==> src/ovs_cfg.svh <==
`ifndef OVS_CFG_SVH
`define OVS_CFG_SVH

// register byte offsets
`define OVS_ADDR_W          8
`define OVS_OFS_CFG         8'h00
`define OVS_OFS_LEVEL       8'h04
`define OVS_OFS_DWELL       8'h08
`define OVS_OFS_BRK_REL     8'h0c
`define OVS_OFS_BRK_ENG     8'h10
`define OVS_OFS_STATUS      8'h14

// field positions
`define OVS_CFG_LOAD_BIT    0
`define OVS_CFG_MODE_LSB    2
`define OVS_CFG_QUAL_LSB    4
`define OVS_CFG_ALT_BIT     6
`define OVS_REL_CUR_LSB     0
`define OVS_REL_FRQ_LSB     8
`define OVS_REL_TMR_LSB     16
`define OVS_ENG_FRQ_LSB     0
`define OVS_ENG_TMR_LSB     8

// reset values
`define OVS_CFG_RST         7'h00
`define OVS_LEVEL_RST       16'h0096
`define OVS_DWELL_RST       16'h0000
`define OVS_REL_CUR_RST     8'h00
`define OVS_REL_FRQ_RST     8'h00
`define OVS_ENG_FRQ_RST     8'h00
`define OVS_TMR_RST         9'h000

// setting limits: percent, 0.1 Hz, 10 ms ticks
`define OVS_CUR_MAX         8'hc8
`define OVS_FREQ_MAX        8'hfa
`define OVS_TIMER_MAX       9'h1f4

// timing
`define OVS_CLK_PERIOD_NS   20
`define OVS_TICK_MS         10
`define OVS_TICK_CYCLES     (`OVS_TICK_MS * 1000000 / `OVS_CLK_PERIOD_NS)

`endif

==> src/ovs_pkg.sv <==
package ovs_pkg;

  // stop action on overload
  typedef enum logic [1:0] {
    OVS_MODE_OFF   = 2'b00,
    OVS_MODE_DECEL = 2'b01,
    OVS_MODE_COAST = 2'b10,
    OVS_MODE_HIT   = 2'b11
  } ovs_mode_t;

  // operating states that qualify detection
  typedef enum logic [1:0] {
    OVS_QUAL_CONST_DEC = 2'b00,
    OVS_QUAL_CONST     = 2'b01,
    OVS_QUAL_ALL       = 2'b10,
    OVS_QUAL_NONE      = 2'b11
  } ovs_qual_t;

  // brake command state
  typedef enum logic {
    OVS_BRK_ENGAGED  = 1'b0,
    OVS_BRK_RELEASED = 1'b1
  } ovs_brk_state_t;

endpackage : ovs_pkg

==> src/ovs_reg_if.sv <==
`timescale 1ns/1ps
`default_nettype none
`include "ovs_cfg.svh"

interface ovs_reg_if;
  logic                   wrStb;
  logic [`OVS_ADDR_W-1:0] wrAddr;
  logic [31:0]            wrData;
  logic [`OVS_ADDR_W-1:0] rdAddr;
  logic [31:0]            rdData;

  modport bus (output wrStb, output wrAddr, output wrData, output rdAddr, input rdData);
  modport core (input wrStb, input wrAddr, input wrData, input rdAddr, output rdData);
endinterface : ovs_reg_if

`default_nettype wire

==> src/ovs_dwell_timer.sv <==
`timescale 1ns/1ps
`default_nettype none

module ovs_dwell_timer (
  input  wire logic        sys_clk,
  input  wire logic        rst_n,
  input  wire logic        tick,
  input  wire logic        cond,
  input  wire logic [15:0] preset,
  output logic             done
);

  logic [15:0] cnt_r;

  // count ticks while qualified, restart from zero on any dropout
  always_ff @(posedge sys_clk)
  begin
    if (!rst_n)
      cnt_r <= 16'h0000;
    else if (!cond)
      cnt_r <= 16'h0000;
    else if (tick && cnt_r != 16'hffff)
      cnt_r <= cnt_r + 16'h0001;
  end

  // elapsed once the count reaches the preset
  assign done = cond && (cnt_r >= preset);

endmodule : ovs_dwell_timer

`default_nettype wire

==> src/ovs_ahb_slave.sv <==
`timescale 1ns/1ps
`default_nettype none
`include "ovs_cfg.svh"

module ovs_ahb_slave (
  input  wire logic   sys_clk,
  input  wire logic   rst_n,
  input  wire logic   hsel,
  input  wire logic [31:0] haddr,
  input  wire logic [1:0]  htrans,
  input  wire logic   hwrite,
  input  wire logic [2:0]  hsize,
  input  wire logic [31:0] hwdata,
  input  wire logic   hready,
  output logic        hreadyout,
  output logic        hresp,
  output logic [31:0] hrdata,
  ovs_reg_if.bus      regs
);

  logic                   wrPend_r;
  logic [`OVS_ADDR_W-1:0] wrAddr_r;
  logic                   addrPhase;

  // valid transfer in the address phase; word transfers only
  assign addrPhase = hsel && htrans[1] && hready && (hsize == 3'b010);

  // zero wait state, always okay
  assign hreadyout = 1'b1;
  assign hresp     = 1'b0;

  // capture write address, commit in the data phase
  always_ff @(posedge sys_clk)
  begin
    if (!rst_n)
    begin
      wrPend_r <= 1'b0;
      wrAddr_r <= '0;
    end
    else
    begin
      wrPend_r <= addrPhase && hwrite;
      wrAddr_r <= haddr[`OVS_ADDR_W-1:0];
    end
  end

  assign regs.wrStb  = wrPend_r;
  assign regs.wrAddr = wrAddr_r;
  assign regs.wrData = hwdata;
  assign regs.rdAddr = haddr[`OVS_ADDR_W-1:0];

  // read data registered at the address phase
  always_ff @(posedge sys_clk)
  begin
    if (!rst_n)
      hrdata <= 32'h0000_0000;
    else if (addrPhase && !hwrite)
      hrdata <= regs.rdData;
  end

endmodule : ovs_ahb_slave

`default_nettype wire

==> src/ovs_overload_brake.sv <==
// Contract
// - stop triggers when load index stays above level for the dwell time
// - selector 0 watches driving torque, 1 watches output current
// - level is percent of inverter rated current or motor rated torque
// - hit-and-stop mode always compares against motor rated torque
// - mode 0 never triggers the stop
// - mode 1 ramps down with the configured deceleration time
// - mode 2 cuts the output at once, motor coasts
// - mode 3 torque-limited decel, then holds torque until run goes off
// - hit-and-stop raises one of the two overload alarms
// - stop latches; cleared only by run off then on again
// - mode 3 disregards the configured driving torque limit
// - qualifier 0 const or decel, 1 const only, 2 all states
// - dwell timer applies only in modes 1 and 2
// - mode 3 bypasses the dwell timer and acts at once
// - brake release after current and frequency exceed thresholds for timer
// - release current threshold 0 to 200 percent of rated current
// - brake engage after run off and frequency below threshold for timer
// - brake control only for motor 1; motor 2 keeps brake engaged
// - alarm or coast-stop shutdown engages brake immediately
//
// The AHB-Lite slave port and the address map were chosen for this implementation.
`timescale 1ns/1ps
`default_nettype none
`include "ovs_cfg.svh"

module ovs_overload_brake #(
  parameter int TICK_CYCLES = `OVS_TICK_CYCLES
) (
  input  wire logic        sys_clk,
  input  wire logic        rst_n,
  input  wire logic        hsel,
  input  wire logic [31:0] haddr,
  input  wire logic [1:0]  htrans,
  input  wire logic        hwrite,
  input  wire logic [2:0]  hsize,
  input  wire logic [31:0] hwdata,
  input  wire logic        hready,
  output logic             hreadyout,
  output logic             hresp,
  output logic [31:0]      hrdata,
  input  wire logic [15:0] outTorquePct,
  input  wire logic [15:0] outCurrentPct,
  input  wire logic [15:0] outFreqDeciHz,
  input  wire logic        accelerating,
  input  wire logic        decelerating,
  input  wire logic        alarmShutdown,
  input  wire logic        runCmd,
  input  wire logic        coast_stop_cmd,
  input  wire logic        motor2Select,
  output logic             brake_release_cmd,
  output logic             overload_stop_alarm,
  output logic             overload_stop_alarm_alt,
  output logic             decelStopReq,
  output logic             outputCutReq,
  output logic             torqueHoldReq,
  output logic             driveLimitIgnore,
  output logic             accelInhibit
);

  ovs_reg_if regs ();

  logic [6:0]  cfg_r;
  logic [15:0] level_r;
  logic [15:0] dwell_r;
  logic [7:0]  relCur_r;
  logic [7:0]  relFrq_r;
  logic [8:0]  relTmr_r;
  logic [7:0]  engFrq_r;
  logic [8:0]  engTmr_r;
  logic [2:0]  syncA_r;
  logic [2:0]  syncB_r;
  logic        runPrev_r;
  logic        runOffSeen_r;
  logic        latched_r;
  ovs_pkg::ovs_mode_t       action_r;
  ovs_pkg::ovs_brk_state_t  brk_r;
  ovs_pkg::ovs_brk_state_t  brk_nxt;
  logic [31:0] tickCnt_r;
  logic        tick;
  logic        runS;
  logic        coastS;
  logic        motor2S;
  ovs_pkg::ovs_mode_t mode;
  ovs_pkg::ovs_qual_t qual;
  logic        useCurrent;
  logic [15:0] drivingTorque;
  logic [15:0] loadIndex;
  logic        stateOk;
  logic        overCond;
  logic        dwellDone;
  logic        trigger;
  logic        shutdown;
  logic        relCond;
  logic        relDone;
  logic        engCond;
  logic        engDone;
  logic [31:0] rdMux;

  // clamp a written setting to its upper limit
  function automatic logic [8:0] clampSet(input logic [8:0] val, input logic [8:0] lim);
    clampSet = (val > lim) ? lim : val;
  endfunction : clampSet

  // bus front end
  ovs_ahb_slave u_bus (
    .sys_clk   (sys_clk),
    .rst_n     (rst_n),
    .hsel      (hsel),
    .haddr     (haddr),
    .htrans    (htrans),
    .hwrite    (hwrite),
    .hsize     (hsize),
    .hwdata    (hwdata),
    .hready    (hready),
    .hreadyout (hreadyout),
    .hresp     (hresp),
    .hrdata    (hrdata),
    .regs      (regs)
  );

  // two-stage synchronisers for pin inputs
  always_ff @(posedge sys_clk)
  begin
    if (!rst_n)
    begin
      syncA_r <= 3'h0;
      syncB_r <= 3'h0;
    end
    else
    begin
      syncA_r <= {motor2Select, coast_stop_cmd, runCmd};
      syncB_r <= syncA_r;
    end
  end

  assign runS    = syncB_r[0];
  assign coastS  = syncB_r[1];
  assign motor2S = syncB_r[2];
  // 10 ms time base for all dwell timers
  always_ff @(posedge sys_clk)
  begin
    if (!rst_n)
      tickCnt_r <= 32'h0000_0000;
    else if (tick)
      tickCnt_r <= 32'h0000_0000;
    else
      tickCnt_r <= tickCnt_r + 32'h0000_0001;
  end

  assign tick = (tickCnt_r >= 32'(TICK_CYCLES - 1));
  // configuration register writes
  always_ff @(posedge sys_clk)
  begin
    if (!rst_n)
    begin
      cfg_r    <= `OVS_CFG_RST;
      level_r  <= `OVS_LEVEL_RST;
      dwell_r  <= `OVS_DWELL_RST;
      relCur_r <= `OVS_REL_CUR_RST;
      relFrq_r <= `OVS_REL_FRQ_RST;
      relTmr_r <= `OVS_TMR_RST;
      engFrq_r <= `OVS_ENG_FRQ_RST;
      engTmr_r <= `OVS_TMR_RST;
    end
    else if (regs.wrStb)
    begin
      if (regs.wrAddr == `OVS_OFS_CFG)
        cfg_r <= regs.wrData[6:0];
      else if (regs.wrAddr == `OVS_OFS_LEVEL)
        level_r <= regs.wrData[15:0];
      else if (regs.wrAddr == `OVS_OFS_DWELL)
        dwell_r <= regs.wrData[15:0];
      else if (regs.wrAddr == `OVS_OFS_BRK_REL)
      begin
        relCur_r <= 8'(clampSet({1'b0, regs.wrData[`OVS_REL_CUR_LSB +: 8]},
                                {1'b0, `OVS_CUR_MAX}));
        relFrq_r <= 8'(clampSet({1'b0, regs.wrData[`OVS_REL_FRQ_LSB +: 8]},
                                {1'b0, `OVS_FREQ_MAX}));
        relTmr_r <= clampSet(regs.wrData[`OVS_REL_TMR_LSB +: 9], `OVS_TIMER_MAX);
      end
      else if (regs.wrAddr == `OVS_OFS_BRK_ENG)
      begin
        engFrq_r <= 8'(clampSet({1'b0, regs.wrData[`OVS_ENG_FRQ_LSB +: 8]},
                                {1'b0, `OVS_FREQ_MAX}));
        engTmr_r <= clampSet(regs.wrData[`OVS_ENG_TMR_LSB +: 9], `OVS_TIMER_MAX);
      end
    end
  end

  // register read mux, unmapped reads as zero
  always_comb
  begin
    rdMux = 32'h0000_0000;
    if (regs.rdAddr == `OVS_OFS_CFG)
      rdMux = {25'h0, cfg_r};
    else if (regs.rdAddr == `OVS_OFS_LEVEL)
      rdMux = {16'h0, level_r};
    else if (regs.rdAddr == `OVS_OFS_DWELL)
      rdMux = {16'h0, dwell_r};
    else if (regs.rdAddr == `OVS_OFS_BRK_REL)
      rdMux = {7'h0, relTmr_r, relFrq_r, relCur_r};
    else if (regs.rdAddr == `OVS_OFS_BRK_ENG)
      rdMux = {15'h0, engTmr_r, engFrq_r};
    else if (regs.rdAddr == `OVS_OFS_STATUS)
      rdMux = {25'h0, overload_stop_alarm_alt, overload_stop_alarm,
               brake_release_cmd, action_r, runOffSeen_r, latched_r};
  end

  assign regs.rdData = rdMux;
  // decoded configuration fields
  assign useCurrent = cfg_r[`OVS_CFG_LOAD_BIT];
  assign mode       = ovs_pkg::ovs_mode_t'(cfg_r[`OVS_CFG_MODE_LSB +: 2]);
  assign qual       = ovs_pkg::ovs_qual_t'(cfg_r[`OVS_CFG_QUAL_LSB +: 2]);

  // only driving (positive) torque counts
  assign drivingTorque = outTorquePct[15] ? 16'h0000 : outTorquePct;
  // load index: torque in hit-and-stop, else per selector, both in percent
  always_comb
  begin
    if (mode == ovs_pkg::OVS_MODE_HIT)
      loadIndex = drivingTorque;
    else if (useCurrent)
      loadIndex = outCurrentPct;
    else
      loadIndex = drivingTorque;
  end

  // operating-state qualifier
  always_comb
  begin
    case (qual)
      ovs_pkg::OVS_QUAL_CONST_DEC: stateOk = !accelerating;
      ovs_pkg::OVS_QUAL_CONST:     stateOk = !accelerating && !decelerating;
      ovs_pkg::OVS_QUAL_ALL:       stateOk = 1'b1;
      default:                     stateOk = 1'b0;
    endcase
  end

  // detection condition, never armed while stop disabled or latched
  assign overCond = (mode != ovs_pkg::OVS_MODE_OFF) && stateOk && runS &&
                    !latched_r && (loadIndex > level_r);

  // overload dwell timer
  ovs_dwell_timer u_ovl_tmr (
    .sys_clk (sys_clk),
    .rst_n   (rst_n),
    .tick    (tick),
    .cond    (overCond),
    .preset  (dwell_r),
    .done    (dwellDone)
  );

  // modes 1/2 wait the dwell, mode 3 acts at once
  assign trigger = (mode == ovs_pkg::OVS_MODE_HIT) ? overCond
                                                   : dwellDone;

  // run edge tracking for latch release
  always_ff @(posedge sys_clk)
  begin
    if (!rst_n)
      runPrev_r <= 1'b0;
    else
      runPrev_r <= runS;
  end

  // latched stop state: released by run off then on
  always_ff @(posedge sys_clk)
  begin
    if (!rst_n)
    begin
      latched_r    <= 1'b0;
      runOffSeen_r <= 1'b0;
      action_r     <= ovs_pkg::OVS_MODE_OFF;
    end
    else if (trigger)
    begin
      latched_r    <= 1'b1;
      runOffSeen_r <= 1'b0;
      action_r     <= mode;
    end
    else if (latched_r)
    begin
      if (!runS)
        runOffSeen_r <= 1'b1;
      if (runOffSeen_r && runS && !runPrev_r)
      begin
        latched_r    <= 1'b0;
        runOffSeen_r <= 1'b0;
        action_r     <= ovs_pkg::OVS_MODE_OFF;
      end
    end
  end

  // stop action requests to the drive core
  assign decelStopReq  = latched_r && (action_r == ovs_pkg::OVS_MODE_DECEL);
  assign outputCutReq  = latched_r && (action_r == ovs_pkg::OVS_MODE_COAST);
  assign torqueHoldReq = latched_r && (action_r == ovs_pkg::OVS_MODE_HIT) &&
                         runS;
  assign accelInhibit  = latched_r;
  assign driveLimitIgnore = (mode == ovs_pkg::OVS_MODE_HIT);
  // alarm during hit-and-stop, one of two indications
  assign overload_stop_alarm     = torqueHoldReq && !cfg_r[`OVS_CFG_ALT_BIT];
  assign overload_stop_alarm_alt = torqueHoldReq && cfg_r[`OVS_CFG_ALT_BIT];

  // any output shutdown forces the brake on
  assign shutdown = alarmShutdown || coastS || outputCutReq;

  // release: current and frequency above thresholds
  assign relCond = runS && !shutdown && !motor2S &&
                   (outCurrentPct > {8'h00, relCur_r}) &&
                   (outFreqDeciHz > {8'h00, relFrq_r});

  // engage: run off and frequency below threshold
  assign engCond = !runS && (outFreqDeciHz < {8'h00, engFrq_r});
  ovs_dwell_timer u_rel_tmr (
    .sys_clk (sys_clk),
    .rst_n   (rst_n),
    .tick    (tick),
    .cond    (relCond && (brk_r == ovs_pkg::OVS_BRK_ENGAGED)),
    .preset  ({7'h00, relTmr_r}),
    .done    (relDone)
  );

  ovs_dwell_timer u_eng_tmr (
    .sys_clk (sys_clk),
    .rst_n   (rst_n),
    .tick    (tick),
    .cond    (engCond && (brk_r == ovs_pkg::OVS_BRK_RELEASED)),
    .preset  ({7'h00, engTmr_r}),
    .done    (engDone)
  );

  // brake command state machine
  always_comb
  begin
    brk_nxt = brk_r;
    case (brk_r)
      ovs_pkg::OVS_BRK_ENGAGED:
      begin
        if (relDone)
          brk_nxt = ovs_pkg::OVS_BRK_RELEASED;
      end
      ovs_pkg::OVS_BRK_RELEASED:
      begin
        if (shutdown || motor2S)
          brk_nxt = ovs_pkg::OVS_BRK_ENGAGED;
        else if (engDone)
          brk_nxt = ovs_pkg::OVS_BRK_ENGAGED;
      end
      default:
        brk_nxt = ovs_pkg::OVS_BRK_ENGAGED;
    endcase
  end

  always_ff @(posedge sys_clk)
  begin
    if (!rst_n)
      brk_r <= ovs_pkg::OVS_BRK_ENGAGED;
    else
      brk_r <= brk_nxt;
  end

  // engaged at once on shutdown or motor 2, without a clock edge
  assign brake_release_cmd = (brk_r == ovs_pkg::OVS_BRK_RELEASED) &&
                             !shutdown && !motor2S;

endmodule : ovs_overload_brake

`default_nettype wire

==> config.mk <==
export PLATFORM = sky130hd
export DESIGN_NAME = ovs_overload_brake
export DESIGN_NICKNAME = d
export VERILOG_FILES = /design/src/ovs_pkg.sv /design/src/ovs_reg_if.sv /design/src/ovs_dwell_timer.sv /design/src/ovs_ahb_slave.sv /design/src/ovs_overload_brake.sv
export VERILOG_INCLUDE_DIRS = /design/src
export SDC_FILE = /design/constraint.sdc
export NUM_CORES = 1
export LEC_CHECK = 0
export ABC_AREA = 1
export BUFFER_PORTS_ARGS = -buffer_cell sky130_fd_sc_hd__buf_2
export CORE_MARGIN = 2
export CORE_UTILIZATION = 40
export CTS_CLUSTER_SIZE = 24
export DETAILED_ROUTE_END_ITERATION = 8
export HOLD_SLACK_MARGIN = 0.05
export PLACE_DENSITY_LB_ADDON = 0.3
export SLEW_MARGIN = 20
export SYNTH_ARGS = -nofsm -noshare
export SYNTH_HDL_FRONTEND = slang
export SYNTH_SLANG_ARGS = --single-unit
==> constraint.sdc <==
create_clock -name sys_clk -period 4.5 [get_ports sys_clk]
set_clock_uncertainty 0.1 [all_clocks]
set_input_delay 0.45 -clock sys_clk [delete_from_list [all_inputs] [get_ports sys_clk]]
set_output_delay 0.45 -clock sys_clk [all_outputs]
set_load 0.01 [all_outputs]
==> flow_summary.json, run 1 <==
{
  "status": "completed",
  "yosys.area.top_type": "dfxtp_1",
  "finalSetupViolations": 0,
  "vias_per_cell": 5.12,
  "path_clk_slew_ps": 60,
  "grt_max_degree": 53,
  "overflow": 0,
  "fin_crit_sh_pct": 76.9,
  "cts_inserted_buffers": 24,
  "start_util_pct": 40.5,
  "antenna_found_initial": 2,
  "period_minus_slack_ps": 3460,
  "cp-end-kind": "flop",
  "p_leak_nw": 5.67,
  "ys_ff_latch": 207,
  "avgSynthCellArea_um2": 7.03,
  "post_cts_buffers": 0,
  "final_nets": 1934,
  "synth_top_area_share_pct": 37.1,
  "synth.area.top_cells": "dfxtp_1 (37%), nand2_1 (10%), ha_1 (8.6%)",
  "num_vias": 10900,
  "gp_congestion": 0.925,
  "synthTopCellsByCount": "nand2_1 (311), inv_1 (243), dfxtp_1 (207)",
  "yosys.cell_count.top_type": "nand2_1",
  "synth_edf_count": 0,
  "tightest_slew_ps": 862,
  "dp.cells": 2070,
  "powerDensity_nw_per_um2": 309,
  "dp_hpwl_um": 24200,
  "maxSlewViolCount": 0,
  "diodes": 0,
  "fin_cells": 2122,
  "synth_warnings": 0,
  "drtAntennaViolNets": 0,
  "crit_buf_inv": 1,
  "portBuffers": 128,
  "grt_pass1_wl_um": 51100,
  "max_freq_mhz": 289,
  "post_drt_wl_per_cell_um": 15.0,
  "die_x_um": 171,
  "num_rows": 61,
  "wirelength_um": 31800,
  "cp.arrival_ps": 3820,
  "hold_viol_final": 0,
  "relSlewSlack_pct": 42.0,
  "hold_path_class": "primary input to flop",
  "synth-main-ff-cell": "dfxtp_1",
  "cts-root-buf": "clkbuf_16",
  "cts.sinks": 207,
  "path_cells": "nand2_1 > nand2_1 > nand3_1 > nand2_1 > ha_1 > nand4_1 > nor3_1 > nand2_1 > a21oi_1 > buf_4 > nand2_1 > and3b_1",
  "htree_num_levels": 1,
  "cpMaxStageDelayCell": "nand2_1",
  "grt_pass1_vias": 10000,
  "dr.pass1.iters": 6,
  "clock_latency_ps": 530,
  "io-pin-count": 170,
  "drc": 0,
  "clk_path_buf_depth": 3,
  "synth_seq_area_share_pct": 37.1,
  "yosysUniqueCellTypes": 49,
  "cp_max_fo": 16,
  "irDropWorstVdd_mv": 0.264,
  "fin_total_pwr_w": 0.00405,
  "synth_area_um2": 11200,
  "cts_tree": "built",
  "tns_ps": 0,
  "core_um2": 27600,
  "crit_required_ps": 4860,
  "synthArstFlopShare_pct": 0,
  "die_area_um2": 29300,
  "critPathLaunchType": "flop",
  "crit_type": "flop to flop",
  "grt_usage_pct": 21.7,
  "first_iter_violations": 858,
  "critPathMostFrequentCell": "nand2_1",
  "crit_family": "simple AND/OR/NAND/NOR gates",
  "die_y_um": 171,
  "layout-drive-gt1-share_pct": 11.8,
  "critPathMaxStageDelay_ps": 440,
  "syn_to_final_growth_pct": 16.9,
  "synth_cells": 1590,
  "drv_cap": 0,
  "rsz0062_at_grt": "no"
}
==> path summary, 6_finish.rpt <==
kind | from | to | slack (ps) | depth (start not counted)
worst max-delay path | cfg_r[3]$_SDFFE_PN0P_ | u_ovl_tmr.cnt_r[12]$_SDFFE_PN0P_ | 1040 | 12
worst min-delay path | hsize[2] | u_bus.regs.wrStb$_SDFF_PN0_ | 80 | 4
worst max register to register | cfg_r[3]$_SDFFE_PN0P_ | u_ovl_tmr.cnt_r[12]$_SDFFE_PN0P_ | 1040 | 12
worst min register to register | syncA_r[2]$_SDFF_PN0_ | syncB_r[2]$_SDFF_PN0_ | 310 | 2
==> power breakdown <==
part	internal, W	switching (W)
Clock	0.00120	0.000795
Combinational	0.0000753	0.000124
Sequential	0.00185	0.00000507
Total	0.00312	0.000924
==> placed cells by master, fill, tap and decap left out, types with 3 or more instances in the layout <==
cell type / n
o21ai_0: 88
a221oi_1: 4
nand2_1: 311
inv_2: 4
clkbuf_16: 24
a21oi_1: 172
clkbuf_8: 3
a22oi_1: 10
o22ai_1: 11
nand3_1: 104
a211oi_1: 13
a31oi_1: 8
clkinv_2: 7
ha_1: 77
dlygate4sd3_1: 11
buf_2: 128
nor3_1: 36
a21o_1: 3
nand2_2: 4
o211ai_1: 14
bufinv_16: 3
nor2_1: 130
nor3b_1: 5
nor4_1: 12
nand4_1: 17
buf_4: 9
xnor2_1: 5
xor2_1: 14
nor3_2: 5
inv_1: 243
o21a_1: 3
clkbuf_1: 3
conb_1: 22
nor2_2: 5
o2111ai_1: 5
dfxtp_1: 207
==> kinds of logic (layout without fill, tap and decap cells) <==
kind of cell / after synthesis / after routing / synth area share [%]
simple gates: 643 / 643 / 25.1
compound gates: 337 / 337 / 16.8
buf+inv: 305 / 439 / 10.9
flops: 207 / 207 / 37.1
fa+ha+maj: 77 / 77 / 8.61
xor+xnor: 19 / 19 / 1.49
other cells: 2 / 22 / 0.0672
==> flip-flops by register name (all words and copies together), names as in the netlist, 2 cells and up <==
name	cells
tickCnt_r	32
u_bus.hrdata	25
dwell_r	16
level_r	16
u_eng_tmr.cnt_r	16
u_ovl_tmr.cnt_r	16
u_rel_tmr.cnt_r	16
engTmr_r	9
relTmr_r	9
engFrq_r	8
relCur_r	8
relFrq_r	8
u_bus.regs.wrAddr	8
cfg_r	7
syncA_r	3
syncB_r	3
action_r	2
==> metrics by stage <==
stage	hold slack (ps)	instance area, um^2	utilization [%]	setup WS [ps]
final	84.9	13100	47.3	1040
after global routing	99.4	13100	47.3	706
after CTS	68.9	13100	47.3	1090
after detailed placement	301	12200	44.0	1120
after global placement	297	12200	44.0	1210
after floorplan	290	11300	-	2000
==> timing repair <==
action | CTS | global route
endpoints found under the setup margin | 0 | 0
resized for setup | 0 | 0
hold buffers | 11 | 0
hold endpoints to repair | 11 | 0
==> tightest hold or removal path: cells and delay by family <==
kind,cells,cell delay [ps]
buf+inv,1,80
simple gates,3,150
==> layer usage <==
metal	GRT usage [%]	vias to the layer above	wire length [um]
li1	-	5496	-
met1	30.1	4979	14700
met2	35.6	352	14100
met3	4.07	43	2560
met4	3.87	2	549
met5	0	-	13
==> final cells by class <==
| class | count | area, um^2 |
|---|---|---|
| fillers | 2853 | 14600 |
| multi-input cells | 1098 | 5900 |
| flip-flops and latches | 207 | 4140 |
| inverters | 250 | 943 |
| repair buffers | 148 | 818 |
| clock buffers | 30 | 653 |
| well taps | 378 | 473 |
| clock inverters | 11 | 148 |
Note: power is estimated with default switching activity, not from simulation.
==> run 2: changes to the inputs <==
--- a/config.mk
+++ b/config.mk
@@ -6,7 +6,7 @@
 export SDC_FILE = /design/constraint.sdc
 export NUM_CORES = 1
 export LEC_CHECK = 0
-export ABC_AREA = 1
+export ABC_AREA = 0
 export BUFFER_PORTS_ARGS = -buffer_cell sky130_fd_sc_hd__buf_2
 export CORE_MARGIN = 2
 export CORE_UTILIZATION = 40
==> constraint.sdc (replaced) <==
create_clock -name sys_clk -period 3.08 [get_ports sys_clk]
set_clock_uncertainty 0.1 [all_clocks]
set_input_delay 0.308 -clock sys_clk [delete_from_list [all_inputs] [get_ports sys_clk]]
set_output_delay 0.308 -clock sys_clk [all_outputs]
set_load 0.01 [all_outputs]
==> flow_summary.json, run 2 <==
{
  "dp.cells": 1735,
  "max_freq_mhz": 343,
  "powerDensity_nw_per_um2": 479,
  "synth_warnings": 0,
  "path_clk_slew_ps": 60,
  "crit_family": "simple AND/OR/NAND/NOR gates",
  "crit_type": "flop to flop",
  "dr.pass1.iters": 6,
  "core_um2": 26100,
  "layout_common_cells": "dfxtp_1 (207), nor2_1 (157), nand2_1 (143), buf_2 (128), a21oi_1 (92)",
  "syn_to_final_growth_pct": 21.2,
  "start_util_pct": 40.8,
  "pwr-share-comb_pct": 5.2,
  "drtAntennaViolNets": 0,
  "largest_register": "tickCnt_r",
  "synth_edf_count": 0,
  "hold_end": "tickCnt_r[1]$_SDFF_PP0_",
  "post_drt_wl_per_cell_um": 16.5,
  "use_met3_pct": 2.66,
  "synth_area_um2": 10600,
  "drv_cap": 0,
  "antenna_found_initial": 0,
  "fin_crit_sh_pct": 94.6,
  "maxSlewViolCount": 0,
  "period_minus_slack_ps": 2910,
  "die_x_um": 167,
  "synth_cells": 1288,
  "clk_path_buf_depth": 3,
  "cp.arrival_ps": 3210,
  "grt_max_degree": 43,
  "synthArstFlopShare_pct": 0,
  "min_delay_path_depth": 2,
  "layout_commonest_cell": "dfxtp_1",
  "hold_viol_final": 0,
  "cpMaxStageDelayCell": "nor4_1",
  "reg2reg_from": "cfg_r[2]$_SDFFE_PN0P_",
  "cts.sinks": 207,
  "crit_required_ps": 3380,
  "cts_inserted_buffers": 24,
  "synth_seq_area_share_pct": 39.0,
  "r2r_cells": 12,
  "cp_max_fo": 16,
  "synth.area.top_cells": "dfxtp_1 (39%), ha_1 (9.1%), nor2_1 (5.5%)",
  "vias_per_cell": 5.30,
  "grt_use_met1_pct": 29.5,
  "internal-power_w": 0.00483,
  "pre_cts_slack_ps": 92.7,
  "hp-start": "rst_n",
  "ys_ff_latch": 207,
  "irDropWorstVdd_mv": 0.414,
  "cts-root-buf": "clkbuf_16",
  "final_cell_area_um2": 12900,
  "finalSetupViolations": 0,
  "n_fill_cell": 2462,
  "rsz0062_at_grt": "yes",
  "switching_share_pct": 21.7,
  "layout-drive-gt1-share_pct": 13.9,
  "diodes": 0,
  "cp.depth": 12,
  "die_y_um": 167,
  "io-pin-count": 170,
  "clockPowerShare_pct": 51.0,
  "r2r_end": "action_r[1]$_SDFFE_PN0P_",
  "num_rows": 59,
  "grt_usage_pct": 20.8,
  "relSlewSlack_pct": 48.7,
  "layout_setup_ws_ps": 168,
  "critPathMaxStageDelay_ps": 440,
  "p_leak_nw": 5.03,
  "cp-end-kind": "flop",
  "yosysUniqueCellTypes": 61,
  "first_iter_violations": 768,
  "clock_latency_ps": 520,
  "avgSynthCellArea_um2": 8.25,
  "post_cts_buffers": 0,
  "dp_hpwl_um": 22300,
  "synth-main-ff-cell": "dfxtp_1",
  "final_nets": 1665,
  "gp_congestion": 0.897,
  "die_area_um2": 27900,
  "tightest_slew_ps": 767,
  "regToRegSetupSlack_ps": 170,
  "fin_cells": 1813,
  "largest_reg_flops": 32,
  "tns_ps": 0,
  "crit_buf_inv": 1,
  "wirelength_um": 29900,
  "fin_util_pct": 49.4,
  "largestRegisters": "tickCnt_r: 32 flops, u_bus.hrdata: 25 flops",
  "synth_top_area_share_pct": 39.0,
  "yosys.cell_count.top_type": "dfxtp_1",
  "grtUsageMet2_pct": 33.2,
  "portBuffers": 128,
  "path_cells": "and2_1 > nor2b_1 > buf_4 > and2_1 > ha_1 > nand2_1 > nor4_1 > o211ai_1 > o21ai_0 > nand4_1 > a31o_2 > mux2i_1",
  "num_vias": 9611,
  "htree_num_levels": 1,
  "grt_pass1_wl_um": 47000,
  "dpl_cell_area_um2": 11600,
  "overflow": 0,
  "critPathLaunchType": "flop",
  "synthTopCellsByCount": "dfxtp_1 (207), nor2_1 (157), nand2_1 (143)",
  "pwr-share-seq_pct": 43.8,
  "yosys.area.top_type": "dfxtp_1",
  "cts_tree": "built",
  "grt_pass1_vias": 8903,
  "hold_path_class": "primary input to flop",
  "p_sw_w": 0.00134,
  "critPathMostFrequentCell": "and2_1",
  "status": "completed",
  "drc": 0,
  "grt.busiest_layer": "met2"
}
run 2: how the worst max path moves through the flow:
stage	from	end	slack, ps
6_report	cfg_r[2]$_SDFFE_PN0P_	action_r[1]$_SDFFE_PN0P_	170
5_1_grt	cfg_r[3]$_SDFFE_PN0P_	action_r[0]$_SDFFE_PN0P_	-5
4_1_cts	cfg_r[3]$_SDFFE_PN0P_	u_ovl_tmr.cnt_r[12]$_SDFFE_PN0P_	80
3_5_place_dp	cfg_r[3]$_SDFFE_PN0P_	u_ovl_tmr.cnt_r[12]$_SDFFE_PN0P_	90
3_3_place_gp	cfg_r[3]$_SDFFE_PN0P_	u_ovl_tmr.cnt_r[1]$_SDFFE_PN0P_	170
2_1_floorplan	cfg_r[3]$_SDFFE_PN0P_	u_ovl_tmr.cnt_r[10]$_SDFFE_PN0P_	60
run 2: power by group through the flow:
stage	Clock (W)	Combinational (W)	Sequential, W
2_1_floorplan	0	0.000155	0.00276
3_3_place_gp	0	0.000280	0.00276
3_5_place_dp	0	0.000281	0.00277
4_1_cts	0.00319	0.000317	0.00271
5_1_grt	0.00331	0.000353	0.00271
6_report	0.00315	0.000321	0.00271
run 2: what timing repair did:
action / CTS / global route
hold buffers: 34 / 0
setup endpoints to repair: 0 / 16
endpoints found under the hold margin: 57 / 0
gates resized for setup: 0 / 1
run 2: logic make-up after synthesis:
kind of cell	count (synthesis)	synth area share [%]
flip-flops	207	39.0
XOR/XNOR	59	4.86
AO/OA/AOI/OAI	238	13.9
other	2	0.0707
AND/OR/NAND/NOR	518	23.3
buffers and inverters	145	5.84
adder cells (fa/ha/maj)	77	9.07
multiplexers	42	3.96
run 2: layout make-up:
type | count | area [um^2] | area share (%)
inverters | 82 | 308 | 2.39
repair buffers | 189 | 1180 | 9.19
clock inverters | 11 | 186 | 1.45
well taps | 335 | 419 | 3.26
multi-input cells | 956 | 5940 | 46.1
flip-flops and latches | 207 | 4140 | 32.2
clock buffers | 33 | 696 | 5.40
run 2: stage by stage:
| step | total power, W | hold WS (ps) |
|---|---|---|
| 3_3_place_gp | 0.00304 | 316 |
| 4_1_cts | 0.00622 | 75.6 |
| 2_1_floorplan | 0.00292 | 312 |
| 5_1_grt | 0.00637 | 83.0 |
| 3_5_place_dp | 0.00305 | 325 |
| 6_report | 0.00617 | 85.6 |
run 2: worst reg2reg max path: cells and delay by family, from the launching register on:
kind,cells,cell delay [ps]
buf+inv,1,170
mux,1,140
compound gates,3,690
flops,1,330
fa+ha+maj,1,290
simple gates,6,1100
run 2: layer usage:
metal	up-vias	wire, um
li1	4779	-
met4	0	735
met3	49	1710
met2	309	13300
met1	4474	14100
met5	-	0
==> run 3: changes to the inputs <==
==> constraint.sdc (replaced) <==
create_clock -name sys_clk -period 3.31 [get_ports sys_clk]
set_clock_uncertainty 0.1 [all_clocks]
set_input_delay 0.331 -clock sys_clk [delete_from_list [all_inputs] [get_ports sys_clk]]
set_output_delay 0.331 -clock sys_clk [all_outputs]
set_load 0.01 [all_outputs]
==> flow_summary.json, run 3 (synthesized netlist as in run 2, its figures left out) <==
{
  "status": "completed",
  "overflow": 0,
  "r2r_end": "action_r[0]$_SDFFE_PN0P_",
  "final_nets": 1655,
  "htree_num_levels": 1,
  "hold_path_class": "primary input to flop",
  "fin_total_pwr_w": 0.00542,
  "grt_usage_pct": 20.9,
  "cp.arrival_ps": 3210,
  "first_iter_violations": 683,
  "layout_setup_ws_ps": 395,
  "tns_ps": 0,
  "cts.sinks": 207,
  "syn_to_final_growth_pct": 19.4,
  "relSlewSlack_pct": 40.7,
  "num_rows": 59,
  "min_delay_path_depth": 3,
  "regToRegSetupSlack_ps": 390,
  "grtUsageMet2_pct": 32.7,
  "period_minus_slack_ps": 2920,
  "critPathLaunchType": "flop",
  "path_cells": "and2_1 > nor2b_1 > buf_4 > o21ai_0 > ha_1 > nand2_1 > nor4_2 > o211ai_1 > o21ai_0 > nand4_1 > a31o_2 > mux2i_1",
  "antenna_found_initial": 0,
  "maxSlewViolCount": 0,
  "hold_viol_final": 0,
  "die_area_um2": 27900,
  "drtAntennaViolNets": 0,
  "grt.busiest_layer": "met2",
  "use_met3_pct": 3.23,
  "cpMaxStageDelayCell": "a31o_2",
  "layout-drive-gt1-share_pct": 13.5,
  "start_util_pct": 40.8,
  "io-pin-count": 170,
  "grt_use_met1_pct": 29.9,
  "cp_max_fo": 31,
  "gp_congestion": 0.892,
  "cts_inserted_buffers": 24,
  "num_vias": 9446,
  "crit_type": "flop to flop",
  "clk_path_buf_depth": 3,
  "grt_pass1_vias": 8925,
  "diodes": 0,
  "hp-start": "hwdata[1]",
  "drc": 0,
  "max_freq_mhz": 343,
  "irDropWorstVdd_mv": 0.388,
  "crit_family": "simple AND/OR/NAND/NOR gates",
  "dr.pass1.iters": 5,
  "die_x_um": 167,
  "cts-root-buf": "clkbuf_16",
  "pre_cts_slack_ps": 202,
  "fin_crit_sh_pct": 88.1,
  "largest_register": "tickCnt_r",
  "largest_reg_flops": 32,
  "cp-end-kind": "flop",
  "finalSetupViolations": 0,
  "crit_buf_inv": 1,
  "rsz0062_at_grt": "no",
  "post_cts_buffers": 0,
  "p_leak_nw": 4.95,
  "clock_latency_ps": 520,
  "grt_pass1_wl_um": 47400,
  "r2r_cells": 12,
  "die_y_um": 167,
  "dp_hpwl_um": 22300,
  "vias_per_cell": 5.25,
  "reg2reg_from": "cfg_r[3]$_SDFFE_PN0P_",
  "layout_common_cells": "dfxtp_1 (207), nor2_1 (157), nand2_1 (143), buf_2 (128), a21oi_1 (92)",
  "post_drt_wl_per_cell_um": 16.6,
  "path_clk_slew_ps": 60,
  "cts_tree": "built",
  "wirelength_um": 29900,
  "drv_cap": 0,
  "core_um2": 26100,
  "critPathMaxStageDelay_ps": 350,
  "hold_end": "engFrq_r[1]$_SDFFE_PN0P_",
  "layout_commonest_cell": "dfxtp_1",
  "largestRegisters": "tickCnt_r: 32 flops, u_bus.hrdata: 25 flops",
  "critPathMostFrequentCell": "o21ai_0",
  "crit_required_ps": 3600,
  "tightest_slew_ps": 889,
  "portBuffers": 128,
  "grt_max_degree": 53,
  "powerDensity_nw_per_um2": 427
}
-- run 3: cell types whose count changed in the layout (fill, tap and decap cells not counted) --
cell	previous run	this run
dlygate4sd3_1	34	29
nor4_1	18	17
bufinv_16	5	1
nor4_2	0	1
clkinvlp_4	1	0
buf_4	27	22
clkinv_4	1	0
clkinv_2	4	5
clkbuf_8	4	6
-- run 3: power breakdown --
group | internal [W] | switching, W
clock network | 0.00158 | 0.00102
logic | 0.000125 | 0.000172
registers | 0.00251 | 0.00000820
total | 0.00421 | 0.00120
-- run 3: how the worst max path moves through the flow --
| stage | startpoint | slack (ps) | depth (start not counted) | to |
|---|---|---|---|---|
| 2_1_floorplan | cfg_r[3]$_SDFFE_PN0P_ | 290 | 14 | u_ovl_tmr.cnt_r[10]$_SDFFE_PN0P_ |
| 3_3_place_gp | cfg_r[3]$_SDFFE_PN0P_ | 280 | 12 | u_ovl_tmr.cnt_r[1]$_SDFFE_PN0P_ |
| 3_5_place_dp | cfg_r[3]$_SDFFE_PN0P_ | 200 | 12 | u_ovl_tmr.cnt_r[1]$_SDFFE_PN0P_ |
| 4_1_cts | cfg_r[3]$_SDFFE_PN0P_ | 190 | 12 | u_ovl_tmr.cnt_r[1]$_SDFFE_PN0P_ |
| 5_1_grt | cfg_r[3]$_SDFFE_PN0P_ | 110 | 12 | u_ovl_tmr.cnt_r[11]$_SDFFE_PN0P_ |
| 6_report | cfg_r[3]$_SDFFE_PN0P_ | 390 | 12 | action_r[0]$_SDFFE_PN0P_ |
-- run 3: stage by stage --
stage	hold WS (ps)	utilization (%)	instances	cell area [um^2]
final	85.1	48.7	1800	12700
after global routing	67.0	48.7	1800	12700
after floorplan	312	-	1308	10700
after detailed placement	328	44.6	1730	11600
after CTS	57.6	48.7	1800	12700
after global placement	317	44.6	1730	11600
-- run 3: cell type report --
cell class / instances / area, um^2
clock buffers: 35 / 723
clock inverters: 6 / 55.1
fillers: 2515 / 13400
inverters: 82 / 308
multi-input cells: 956 / 5940
flip-flops and latches: 207 / 4140
well taps: 335 / 419
repair buffers: 179 / 1100
-- run 3: timing repair --
item | in CTS | in global routing
hold buffers | 29 | 0
resized for setup | 0 | 2
endpoints found under the setup margin | 0 | 17
endpoints found under the hold margin | 35 | 0
-- run 3: tightest hold or removal path, delay by kind of cell --
kind,cells,cell delay [ps]
buffers and inverters,2,240
AOI/OAI and AO/OA,1,70
-- run 3: layer usage --
layer | vias up | wire length (um)
met4 | 0 | 782
met2 | 240 | 13200
li1 | 4757 | -
met1 | 4408 | 14300
met3 | 41 | 1590
met5 | - | 0
